`config.mk`:
```
export PLATFORM = sky130hd
export DESIGN_NAME = rx_host_datapath
export DESIGN_NICKNAME = d
export VERILOG_FILES = /design/src/common/rx_path_pkg.sv /design/src/hw/rx_host_datapath.sv
export SDC_FILE = /design/constraint.sdc
export NUM_CORES = 2
export LEC_CHECK = 0
export BUFFER_PORTS_ARGS = -buffer_cell sky130_fd_sc_hd__clkbuf_2
export CAP_MARGIN = 30
export CORE_ASPECT_RATIO = 0.9
export CORE_MARGIN = 2
export CORE_UTILIZATION = 30
export DETAILED_ROUTE_END_ITERATION = 10
export SYNTH_ARGS = -nofsm -noshare
export SYNTH_HDL_FRONTEND = slang
export SYNTH_SLANG_ARGS = --single-unit
```
`constraint.sdc`:
```
create_clock -name clk -period 9.29 [get_ports clk]
set_clock_uncertainty 0.1 [all_clocks]
set_input_delay 0.929 -clock clk [delete_from_list [all_inputs] [get_ports clk]]
set_output_delay 0.929 -clock clk [all_outputs]
set_load 0.03 [all_outputs]
```
`src/common/rx_path_pkg.sv`:
```
// constants for the receive host data path: register map, fields, limits
// assumes a 32-bit host register port and byte-wide frames from the mac side
package rx_path_pkg;
  localparam logic [7:0] A_DATA = 8'h00;
  localparam logic [7:0] A_STAT = 8'h04;
  localparam logic [7:0] A_CFG  = 8'h08;
  localparam logic [7:0] A_DPC  = 8'h0c;
  localparam logic [7:0] A_COE  = 8'h10;
  localparam logic [7:0] A_MAC  = 8'h14;
  localparam logic [7:0] A_FILL = 8'h18;
  localparam logic [7:0] A_ERR  = 8'h1c;
  localparam int CFG_OFS   = 0;
  localparam int CFG_PAD   = 8;
  localparam int CFG_DUMP  = 15;
  localparam int CFG_BURST = 16;
  localparam int DPC_SKIP  = 31;
  localparam int COE_EN    = 0;
  localparam int MAC_PASS  = 16;
  localparam int FILL_DAT  = 0;
  localparam int FILL_STS  = 16;
  localparam int ERR_BIT   = 0;
  localparam int S_FILT  = 30;
  localparam int S_LEN   = 16;
  localparam int S_SUM   = 15;
  localparam int S_BCAST = 13;
  localparam int S_MIS   = 12;
  localparam int S_RUNT  = 11;
  localparam int S_MCAST = 10;
  localparam int S_LONG  = 7;
  localparam int S_LATE  = 6;
  localparam int S_CRC   = 1;
  localparam logic [13:0] MIN_FRAME = 14'h0040;
  localparam logic [13:0] MAX_FRAME = 14'h05ee;
  typedef enum logic [2:0] {
    ST_IDLE  = 3'h0,
    ST_OFFS  = 3'h1,
    ST_BODY  = 3'h3,
    ST_CSUM  = 3'h2,
    ST_FLUSH = 3'h6,
    ST_PAD   = 3'h7,
    ST_STAT  = 3'h5
  } wst_t;
endpackage

```
`src/hw/rx_host_datapath.sv`:
```
// receive host data path: data queue, status queue, host register port
// assumes frames arrive as bytes with a last marker; host obeys read limits
//
// Local design decisions: the placing of the registers and the plain strobed port.
`timescale 1ns/1ps
`default_nettype none
module rx_host_datapath #(
  parameter int DEPTH  = 64,
  parameter int SDEPTH = 16
) (
  // clock and reset
  input  wire logic        clk,
  input  wire logic        rst_n,
  // register port
  input  wire logic [7:0]  addr,
  input  wire logic [31:0] wdata,
  input  wire logic        wr_en,
  input  wire logic        rd_en,
  output logic      [31:0] rdata,
  // frame bytes from the mac interface layer
  input  wire logic        mif_valid,
  input  wire logic [7:0]  mif_byte,
  input  wire logic        mif_last,
  output logic             mif_ready,
  input  wire logic [31:0] mif_csum,
  input  wire logic        mif_filter_fail,
  input  wire logic        mif_bcast,
  input  wire logic        mif_mcast,
  input  wire logic        mif_type_mismatch,
  input  wire logic        mif_late_coll,
  input  wire logic        mif_crc_err,
  input  wire logic        mif_rx_er,
  // sticky error
  output logic             receive_error_flag
);
  localparam int AW = $clog2(DEPTH);
  localparam int SW = $clog2(SDEPTH);

  logic [31:0]      mem_ff [DEPTH];
  logic [DEPTH-1:0] sop_ff;
  logic [31:0]      smem_ff [SDEPTH];
  rx_path_pkg::wst_t st_ff, nxt_st;
  logic [AW:0]  wr_ff, nxt_wr, cm_ff, nxt_cm, fs_ff, nxt_fs;
  logic [AW:0]  rd_ff, nxt_rd, dav;
  logic [SW:0]  sw_ff, nxt_sw, sr_ff, nxt_sr, sav;
  logic [1:0]   lane_ff, nxt_lane;
  logic [31:0]  word_ff, nxt_word, pword;
  logic [2:0]   ocnt_ff, nxt_ocnt;
  logic [3:0]   bcnt_ff, nxt_bcnt;
  logic         first_ff, nxt_first;
  logic [13:0]  len_ff, nxt_len;
  logic [31:0]  stat_ff, nxt_stat, csum_ff, nxt_csum;
  logic         push, spush, sovf, uflow, dfull, sfull;
  logic [4:0]   ofs_ff, nxt_ofs;
  logic [3:0]   burst_ff, nxt_burst;
  logic         pad_ff, nxt_pad, dump_ff, nxt_dump;
  logic         skip_ff, nxt_skip, skmv_ff, nxt_skmv;
  logic         csen_ff, nxt_csen, pass_ff, nxt_pass;
  logic         err_ff, nxt_err;
  logic [31:0]  rdata_ff, nxt_rdata;

  assign dav   = cm_ff - rd_ff;
  assign sav   = sw_ff - sr_ff;
  assign dfull = (wr_ff - rd_ff) == (AW + 1)'(DEPTH);
  assign sfull = sav == (SW + 1)'(SDEPTH);
  assign mif_ready = (st_ff == rx_path_pkg::ST_BODY) && !dfull;
  assign rdata = rdata_ff;
  assign receive_error_flag = err_ff;

  // write side: frame into data queue, then status
  always_comb
  begin
    nxt_st    = st_ff;
    nxt_wr    = wr_ff;
    nxt_cm    = cm_ff;
    nxt_fs    = fs_ff;
    nxt_lane  = lane_ff;
    nxt_word  = word_ff;
    nxt_ocnt  = ocnt_ff;
    nxt_bcnt  = bcnt_ff;
    nxt_first = first_ff;
    nxt_len   = len_ff;
    nxt_stat  = stat_ff;
    nxt_csum  = csum_ff;
    nxt_sw    = sw_ff;
    push      = 1'b0;
    pword     = '0;
    spush     = 1'b0;
    sovf      = 1'b0;
    case (st_ff)
      rx_path_pkg::ST_IDLE:
        if (mif_valid)
        begin
          nxt_st    = rx_path_pkg::ST_OFFS;
          nxt_fs    = wr_ff;
          nxt_ocnt  = ofs_ff[4:2];
          nxt_lane  = ofs_ff[1:0];
          nxt_word  = '0;
          nxt_bcnt  = '0;
          nxt_first = 1'b1;
          nxt_len   = '0;
        end
      rx_path_pkg::ST_OFFS:
        if (ocnt_ff == 3'h0)
          nxt_st = rx_path_pkg::ST_BODY;
        else if (!dfull)
        begin
          push     = 1'b1;
          nxt_ocnt = ocnt_ff - 3'h1;
        end
      rx_path_pkg::ST_BODY:
        if (mif_valid && !dfull)
        begin
          nxt_word[{lane_ff, 3'h0} +: 8] = mif_byte;
          nxt_lane = lane_ff + 2'h1;
          nxt_len  = len_ff + 14'h1;
          if (lane_ff == 2'h3)
          begin
            push     = 1'b1;
            pword    = nxt_word;
            nxt_word = '0;
          end
          if (mif_last)
          begin
            nxt_stat = '0;
            nxt_stat[rx_path_pkg::S_LEN +: 14] = nxt_len;
            nxt_stat[rx_path_pkg::S_FILT]  = mif_filter_fail;
            nxt_stat[rx_path_pkg::S_BCAST] = mif_bcast;
            nxt_stat[rx_path_pkg::S_MCAST] = mif_mcast;
            nxt_stat[rx_path_pkg::S_MIS]   = mif_type_mismatch;
            nxt_stat[rx_path_pkg::S_RUNT]  = nxt_len < rx_path_pkg::MIN_FRAME;
            nxt_stat[rx_path_pkg::S_LONG]  = nxt_len > rx_path_pkg::MAX_FRAME;
            nxt_stat[rx_path_pkg::S_LATE]  = mif_late_coll;
            nxt_stat[rx_path_pkg::S_CRC]   = mif_crc_err | mif_rx_er;
            nxt_stat[rx_path_pkg::S_SUM]   = nxt_stat[rx_path_pkg::S_RUNT]
              | nxt_stat[rx_path_pkg::S_LONG] | nxt_stat[rx_path_pkg::S_LATE]
              | nxt_stat[rx_path_pkg::S_CRC];
            nxt_csum = mif_csum;
            nxt_ocnt = '0;
            nxt_st   = csen_ff ? rx_path_pkg::ST_CSUM : rx_path_pkg::ST_FLUSH;
          end
        end
      rx_path_pkg::ST_CSUM:
        if (!dfull)
        begin
          // checksum bytes go in exactly like payload bytes
          nxt_word[{lane_ff, 3'h0} +: 8] = csum_ff[{ocnt_ff[1:0], 3'h0} +: 8];
          nxt_lane = lane_ff + 2'h1;
          nxt_ocnt = ocnt_ff + 3'h1;
          if (lane_ff == 2'h3)
          begin
            push     = 1'b1;
            pword    = nxt_word;
            nxt_word = '0;
          end
          if (ocnt_ff == 3'h3)
            nxt_st = rx_path_pkg::ST_FLUSH;
        end
      rx_path_pkg::ST_FLUSH:
        if (lane_ff == 2'h0)
          nxt_st = rx_path_pkg::ST_PAD;
        else if (!dfull)
        begin
          push     = 1'b1;
          pword    = word_ff;
          nxt_word = '0;
          nxt_lane = '0;
          nxt_st   = rx_path_pkg::ST_PAD;
        end
      rx_path_pkg::ST_PAD:
        if (!pad_ff || burst_ff == 4'h0 || bcnt_ff == 4'h0)
          nxt_st = rx_path_pkg::ST_STAT;
        else if (!dfull)
          push = 1'b1;
      rx_path_pkg::ST_STAT:
      begin
        nxt_st = rx_path_pkg::ST_IDLE;
        if (stat_ff[rx_path_pkg::S_RUNT] && !pass_ff)
          nxt_wr = fs_ff;
        else
        begin
          nxt_cm = wr_ff;
          if (sfull)
            sovf = 1'b1;
          else
            spush = 1'b1;
        end
      end
      default: nxt_st = rx_path_pkg::ST_IDLE;
    endcase
    if (push)
    begin
      nxt_wr    = wr_ff + (AW + 1)'(1);
      nxt_first = 1'b0;
      nxt_bcnt  = (5'(bcnt_ff) + 5'h1 == 5'(burst_ff)) ? 4'h0 : bcnt_ff + 4'h1;
    end
    if (spush)
      nxt_sw = sw_ff + (SW + 1)'(1);
    if (dump_ff)
    begin
      nxt_wr = '0;
      nxt_cm = '0;
      nxt_sw = '0;
      nxt_st = rx_path_pkg::ST_IDLE;
    end
  end

  // host side: register reads and writes, skip and dump
  always_comb
  begin
    nxt_rd    = rd_ff;
    nxt_sr    = sr_ff;
    nxt_rdata = '0;
    nxt_ofs   = ofs_ff;
    nxt_pad   = pad_ff;
    nxt_burst = burst_ff;
    nxt_dump  = 1'b0;
    nxt_skip  = skip_ff;
    nxt_skmv  = skmv_ff;
    nxt_csen  = csen_ff;
    nxt_pass  = pass_ff;
    nxt_err   = err_ff;
    uflow     = 1'b0;
    if (rd_en)
      case (addr)
        rx_path_pkg::A_DATA:
          if (dav == '0)
            uflow = 1'b1;
          else
          begin
            nxt_rdata = mem_ff[rd_ff[AW-1:0]];
            nxt_rd    = rd_ff + (AW + 1)'(1);
          end
        rx_path_pkg::A_STAT:
          if (sav == '0)
            uflow = 1'b1;
          else
          begin
            nxt_rdata = smem_ff[sr_ff[SW-1:0]];
            nxt_sr    = sr_ff + (SW + 1)'(1);
          end
        rx_path_pkg::A_CFG:
        begin
          nxt_rdata[rx_path_pkg::CFG_OFS +: 5]   = ofs_ff;
          nxt_rdata[rx_path_pkg::CFG_PAD]        = pad_ff;
          nxt_rdata[rx_path_pkg::CFG_DUMP]       = dump_ff;
          nxt_rdata[rx_path_pkg::CFG_BURST +: 4] = burst_ff;
        end
        rx_path_pkg::A_DPC:  nxt_rdata[rx_path_pkg::DPC_SKIP] = skip_ff;
        rx_path_pkg::A_COE:  nxt_rdata[rx_path_pkg::COE_EN] = csen_ff;
        rx_path_pkg::A_MAC:  nxt_rdata[rx_path_pkg::MAC_PASS] = pass_ff;
        rx_path_pkg::A_FILL:
        begin
          nxt_rdata[rx_path_pkg::FILL_DAT +: 16] = 16'(dav);
          nxt_rdata[rx_path_pkg::FILL_STS +: 8]  = 8'(sav);
        end
        rx_path_pkg::A_ERR:  nxt_rdata[rx_path_pkg::ERR_BIT] = err_ff;
        default: nxt_rdata = '0;
      endcase
    if (wr_en)
      case (addr)
        rx_path_pkg::A_CFG:
        begin
          nxt_ofs   = wdata[rx_path_pkg::CFG_OFS +: 5];
          nxt_pad   = wdata[rx_path_pkg::CFG_PAD];
          nxt_burst = wdata[rx_path_pkg::CFG_BURST +: 4];
          nxt_dump  = wdata[rx_path_pkg::CFG_DUMP];
        end
        rx_path_pkg::A_DPC:
          if (wdata[rx_path_pkg::DPC_SKIP])
          begin
            nxt_skip = 1'b1;
            nxt_skmv = 1'b0;
          end
        rx_path_pkg::A_COE:  nxt_csen = wdata[rx_path_pkg::COE_EN];
        rx_path_pkg::A_MAC:  nxt_pass = wdata[rx_path_pkg::MAC_PASS];
        rx_path_pkg::A_ERR:
          if (wdata[rx_path_pkg::ERR_BIT])
            nxt_err = 1'b0;
        default: nxt_err = nxt_err;
      endcase
    // one word per cycle; stops at next start marker or committed end
    // only the data read pointer moves; status pointers stay put
    if (skip_ff)
    begin
      if (dav == '0 || (skmv_ff && sop_ff[rd_ff[AW-1:0]]))
        nxt_skip = 1'b0;
      else
      begin
        nxt_rd   = rd_ff + (AW + 1)'(1);
        nxt_skmv = 1'b1;
      end
    end
    if (dump_ff)
    begin
      nxt_rd   = '0;
      nxt_sr   = '0;
      nxt_skip = 1'b0;
    end
    // set beats a same-cycle clear
    if (uflow || sovf)
      nxt_err = 1'b1;
  end

  always_ff @(posedge clk)
  begin
    if (!rst_n)
    begin
      st_ff    <= rx_path_pkg::ST_IDLE;
      wr_ff    <= '0;
      cm_ff    <= '0;
      fs_ff    <= '0;
      rd_ff    <= '0;
      sw_ff    <= '0;
      sr_ff    <= '0;
      lane_ff  <= '0;
      word_ff  <= '0;
      ocnt_ff  <= '0;
      bcnt_ff  <= '0;
      first_ff <= 1'b0;
      len_ff   <= '0;
      stat_ff  <= '0;
      csum_ff  <= '0;
      ofs_ff   <= '0;
      pad_ff   <= 1'b0;
      burst_ff <= '0;
      dump_ff  <= 1'b0;
      skip_ff  <= 1'b0;
      skmv_ff  <= 1'b0;
      csen_ff  <= 1'b0;
      pass_ff  <= 1'b0;
      err_ff   <= 1'b0;
      rdata_ff <= '0;
      sop_ff   <= '0;
    end
    else
    begin
      st_ff    <= nxt_st;
      wr_ff    <= nxt_wr;
      cm_ff    <= nxt_cm;
      fs_ff    <= nxt_fs;
      rd_ff    <= nxt_rd;
      sw_ff    <= nxt_sw;
      sr_ff    <= nxt_sr;
      lane_ff  <= nxt_lane;
      word_ff  <= nxt_word;
      ocnt_ff  <= nxt_ocnt;
      bcnt_ff  <= nxt_bcnt;
      first_ff <= nxt_first;
      len_ff   <= nxt_len;
      stat_ff  <= nxt_stat;
      csum_ff  <= nxt_csum;
      ofs_ff   <= nxt_ofs;
      pad_ff   <= nxt_pad;
      burst_ff <= nxt_burst;
      dump_ff  <= nxt_dump;
      skip_ff  <= nxt_skip;
      skmv_ff  <= nxt_skmv;
      csen_ff  <= nxt_csen;
      pass_ff  <= nxt_pass;
      err_ff   <= nxt_err;
      rdata_ff <= nxt_rdata;
      if (push)
        sop_ff[wr_ff[AW-1:0]] <= first_ff;
    end
  end

  // queue storage has no reset; pointers guard it
  always_ff @(posedge clk)
  begin
    if (push)
      mem_ff[wr_ff[AW-1:0]] <= pword;
    if (spush)
      smem_ff[sw_ff[SW-1:0]] <= stat_ff;
  end

  a_status_last: assert property (@(posedge clk) disable iff (!rst_n)
    spush |-> st_ff == rx_path_pkg::ST_STAT && lane_ff == 2'h0 && !push)
    else $error("status pushed before data done");
  a_commit_hold: assert property (@(posedge clk) disable iff (!rst_n)
    !spush && !sovf && !dump_ff |=> $stable(cm_ff))
    else $error("commit pointer moved without status");
  a_underrun_err: assert property (@(posedge clk) disable iff (!rst_n)
    rd_en && addr == rx_path_pkg::A_DATA && dav == '0 |=> receive_error_flag)
    else $error("data underrun not flagged");
  a_offset_lane: assert property (@(posedge clk) disable iff (!rst_n)
    st_ff == rx_path_pkg::ST_OFFS && !dump_ff |=> st_ff != rx_path_pkg::ST_BODY
      || lane_ff == $past(ofs_ff[1:0]))
    else $error("body starts at wrong byte lane");
  a_pad_done: assert property (@(posedge clk) disable iff (!rst_n)
    st_ff == rx_path_pkg::ST_PAD && nxt_st == rx_path_pkg::ST_STAT && pad_ff
      && burst_ff != 4'h0 |-> bcnt_ff == 4'h0)
    else $error("padding stopped off burst boundary");
  a_skip_ends: assert property (@(posedge clk) disable iff (!rst_n)
    $rose(skip_ff) |-> ##[1:1000] !skip_ff)
    else $error("skip never completed");
  a_skip_status: assert property (@(posedge clk) disable iff (!rst_n)
    skip_ff && !dump_ff && !(rd_en && addr == rx_path_pkg::A_STAT) |=> $stable(sr_ff))
    else $error("skip disturbed status queue");
  a_dump_ptrs: assert property (@(posedge clk) disable iff (!rst_n)
    dump_ff |=> wr_ff == '0 && rd_ff == '0 && sw_ff == '0 && sr_ff == '0 && !dump_ff)
    else $error("dump left pointers set");
  a_runt_drop: assert property (@(posedge clk) disable iff (!rst_n)
    st_ff == rx_path_pkg::ST_STAT && stat_ff[rx_path_pkg::S_RUNT] && !pass_ff
      && !dump_ff |=> wr_ff == $past(fs_ff) && $stable(sw_ff))
    else $error("runt frame kept");
  a_err_summary: assert property (@(posedge clk) disable iff (!rst_n)
    rd_en && addr == rx_path_pkg::A_STAT && sav != '0 |=> rdata[rx_path_pkg::S_SUM]
      == (rdata[rx_path_pkg::S_RUNT] | rdata[rx_path_pkg::S_LONG]
      | rdata[rx_path_pkg::S_LATE] | rdata[rx_path_pkg::S_CRC]))
    else $error("error summary mismatch");
  a_long_flag: assert property (@(posedge clk) disable iff (!rst_n)
    spush |-> stat_ff[rx_path_pkg::S_LONG]
      == (stat_ff[rx_path_pkg::S_LEN +: 14] > rx_path_pkg::MAX_FRAME))
    else $error("too long flag wrong");
  a_stat_pop: assert property (@(posedge clk) disable iff (!rst_n)
    rd_en && addr == rx_path_pkg::A_STAT && sav != '0 && !dump_ff
      |=> sr_ff == (SW + 1)'($past(sr_ff) + 1))
    else $error("status pop not one entry");
endmodule
`default_nettype wire

```
==> impl_metrics.py <==
metrics = {
    "pwr": {
        "p_clk_share_pct": 43.8,
        "power.leakage_uw": 0.0324,
        "ir_worst_vdd_v": 0.000149,
        "power.share.switching_pct": 21.3,
        "p_int_uw": 19700,
        "share_seq_of_total_power_pct": 52.5,
        "p_per_area_mw_per_mm2": 205,
        "power_frac_comb_pct": 3.7,
        "p_sw_uw": 5320,
    },
    "cells_and_area": {
        "nets": 5672,
        "stdcell_count": 10436,
        "post-route-util_pct": 34.9,
        "drive_above_1_share_pct": 28.6,
        "area_growth_pct": 15.6,
    },
    "grt": {
        "antenna_found_initial": 21,
        "overflow": 0,
        "grt_pass1_wl_um": 406000,
        "grt_max_degree": 136,
        "grt_usage_pct": 15.7,
        "grt_pass1_vias": 54537,
    },
    "routing": {
        "firstDrtPassIters": 8,
        "drtAntennaViolNets": 0,
        "routedWlPerCell_um": 27.5,
        "drtIter0Drc": 6806,
        "wirelength_um": 287000,
        "via_count": 55127,
        "via_per_inst": 5.28,
        "drc": 0,
    },
    "clocking": {
        "cts_buffer_depth": 4,
        "hold_buffers": 0,
        "post_cts_resized": 0,
        "post_cts_buffers": 0,
        "clock-sinks": 2684,
        "root_buffer": "clkbuf_16",
        "clkTransAtPathRegs_ns": 0.06,
        "tritoncts": "yes",
        "cts_made_buffers": 290,
        "clock_latency_ns": 0.95,
        "htreeDepth": 5,
    },
    "die": {
        "die_area_mm2": 0.357,
        "start_util_pct": 30.2,
        "core_area_mm2": 0.350,
        "fp.dieW_um": 629,
        "fp.dieH_um": 567,
        "row_count": 206,
        "ios": 127,
    },
    "logic_synthesis": {
        "synth_area_mm2": 0.106,
        "synth_edf_count": 2416,
        "synthAdderAreaFrac_pct": 0.484,
        "synthMuxAreaShare_pct": 17.6,
        "synth_flop_cell": "edfxtp_1",
        "synth_compound_area_share_pct": 2.90,
        "async_flop_share_pct": 0,
        "synth.distinct_cells": 72,
        "synth_xor_area_share_pct": 0.332,
        "synthCells": 5264,
        "yosysWarnings": 0,
        "synth.avg_cell_area_um2": 20.1,
        "syn-num-nets": 5396,
        "synth-simple-area-share_pct": 3.43,
        "ys_ff_latch": 2684,
        "synth_top_family_by_area": "multiplexers",
        "yosysSeqAreaShare_pct": 73.8,
    },
    "setup_path": {
        "crit_start": "rd_ff[2]$_SDFF_PP0_",
        "cp.arrival_ns": 6.64,
        "critPathRequiredTime_ns": 9.74,
        "worstSetupPathType": "flip-flop to flip-flop",
        "reg2reg_from": "rd_ff[2]$_SDFF_PP0_",
        "r2r_end": "mem_ff[52][9]$_DFFE_PP_",
        "path_max_fanout": 78,
        "worst-r2r-setup-slack_ns": 3.10,
        "setup.worst_path.end_class": "flip-flop",
        "ff2ff_path_depth": 12,
        "critPathLaunchType": "flip-flop",
    },
    "place": {
        "dp.cells": 9923,
        "gp_congestion": 0.832,
        "port_buffers": 106,
        "dp_hpwl_um": 155000,
    },
    "hold_path": {
        "worst_hold_path.endpoint": "stat_ff[10]$_SDFFE_PN0P_",
        "hp-class": "input pin to flip-flop",
        "holdCritStartpoint": "mif_mcast",
        "hold_depth": 3,
    },
    "timing": {
        "worst-slew-pin-transition_ns": 1.07,
        "relSlewSlack_pct": 28.1,
        "period_minus_slack_ns": 6.19,
        "fmax_mhz": 161,
        "final_hold_viol_count": 0,
        "setup_viol": 0,
        "period_share_pct": 66.7,
        "tns_ns": 0,
        "slew_violations": 0,
        "grt_setup_unrepaired": "false",
    },
    "run": {
        "cap_violations": 0,
    },
    "status": {
        "status": "complete, no violations",
    },
}
==> sequential cells by signal (all words and copies together), names as in the netlist, 2 cells and up, named ones only <==
signal / count
cm_ff: 7
sop_ff: 64
sr_ff: 5
bcnt_ff: 4
sw_ff: 5
word_ff: 32
st_ff: 2
csum_ff: 32
fs_ff: 7
ocnt_ff: 3
wr_ff: 7
lane_ff: 2
ofs_ff: 5
rdata: 32
burst_ff: 4
len_ff: 14
stat_ff: 23
rd_ff: 7
mem_ff: 2048
smem_ff: 368
==> worst max-delay path: stages, from the launching register on <==
cell      delay (ns)
dfxtp_1         0.70
clkinv_8        0.77
ha_1            0.62
o21a_1          0.15
o21a_1          0.17
o21a_1          0.18
o211ai_1        0.24
a21o_1          0.55
nand3_2         0.54
buf_4           0.45
nor3_2          0.30
buf_4           0.46
buf_4           0.54
==> synth_stat cells (39+ instances only) <==
cell,instances,area (um2)
inv_1,39,146
nand3_1,92,460
o21ai_0,84,420
nor2b_1,44,275
buf_2,79,395
clkbuf_1,205,769
nor2_1,150,563
nor3_1,64,320
dfxtp_1,268,5370
mux2i_1,51,510
edfxtp_1,2416,72500
nand2_1,281,1050
a21oi_1,220,1100
nand4_1,48,300
mux4_2,801,18000
==> cell families (layout without fill, tap and decap cells) <==
group,Yosys count,in the layout
AND/OR/NAND/NOR,775,775
AO/OA/AOI/OAI,503,503
adder cells (fa/ha/maj),39,39
other,0,6
multiplexers,852,852
buffers and inverters,371,857
flip-flops,2684,2684
XOR/XNOR,40,40
==> layer usage <==
layer  part of all wire (%)  track usage (%)  wire, um  vias to the layer above
li1                       -                -         -                    22360
met4                    2.8             4.73      7960                        8
met3                    8.4             3.23     24000                      501
met1                     42             21.6    119000                    29668
met5                  0.019                0        54                        -
met2                     47             24.9    136000                     2590
==> per-stage QoR <==
| stage | worst slack [ns] | power [uW] | hold WS [ns] | area (um2) |
|---|---|---|---|---|
| after global routing | 2.88 | 25700 | 0.0798 | 122000 |
| after global placement | 3.08 | 14200 | 0.340 | 113000 |
| after detailed placement | 3.24 | 14300 | 0.348 | 113000 |
| final | 3.10 | 25000 | 0.102 | 122000 |
| after floorplan | 2.07 | 13900 | 0.332 | 106000 |
| after CTS | 3.21 | 25200 | 0.0512 | 122000 |
==> power by group through the flow <==
stage	logic [uW]	clock network (uW)	registers, uW
floorplan	610	0	13300
global placement	853	0	13400
detailed placement	894	0	13400
CTS	898	11100	13100
global route	984	11600	13100
finish	926	11000	13100
==> layout make-up <==
cell class | instances | area, um2
diodes | 6 | 15.0
clock buffers | 375 | 7800
clock inverters | 127 | 1070
fillers | 32343 | 228000
inverters | 45 | 185
multi-input cells | 2209 | 26800
flip-flops and latches | 2684 | 77900
well taps | 4680 | 5860
repair buffers | 310 | 2370
==> worst max-delay path by stage <==
stage	to	slack, ns	cells after the start
2_1_floorplan	mem_ff[35][0]$_DFFE_PP_	2.07	15
4_1_cts	mem_ff[52][2]$_DFFE_PP_	3.21	12
3_5_place_dp	mem_ff[52][9]$_DFFE_PP_	3.24	12
6_report	mem_ff[52][9]$_DFFE_PP_	3.10	12
5_1_grt	mem_ff[52][9]$_DFFE_PP_	2.88	12
3_3_place_gp	mem_ff[61][24]$_DFFE_PP_	3.08	10
==> cells in the final DEF, fill, tap and decap left out, drive strengths merged, types with 10 or more instances in the layout <==
cell type and count:
a221o 16, a211oi 19, buf 205, o31ai 20
inv 45, a22oi 13, a21oi 220, bufinv 17
nand4 48, mux2i 51, nor2 150, nor3 66
xnor2 22, nand2b 10, clkbuf 480, nand3 92
mux4 801, a32oi 11, o21ai 96, dfxtp 268
xor2 18, ha 36, edfxtp 2416, and2 10
nand2 281, or2 12, o22ai 38, or3 17
and3 12, clkinv 103, nor2b 44
Power figures use the tool's default switching activity.
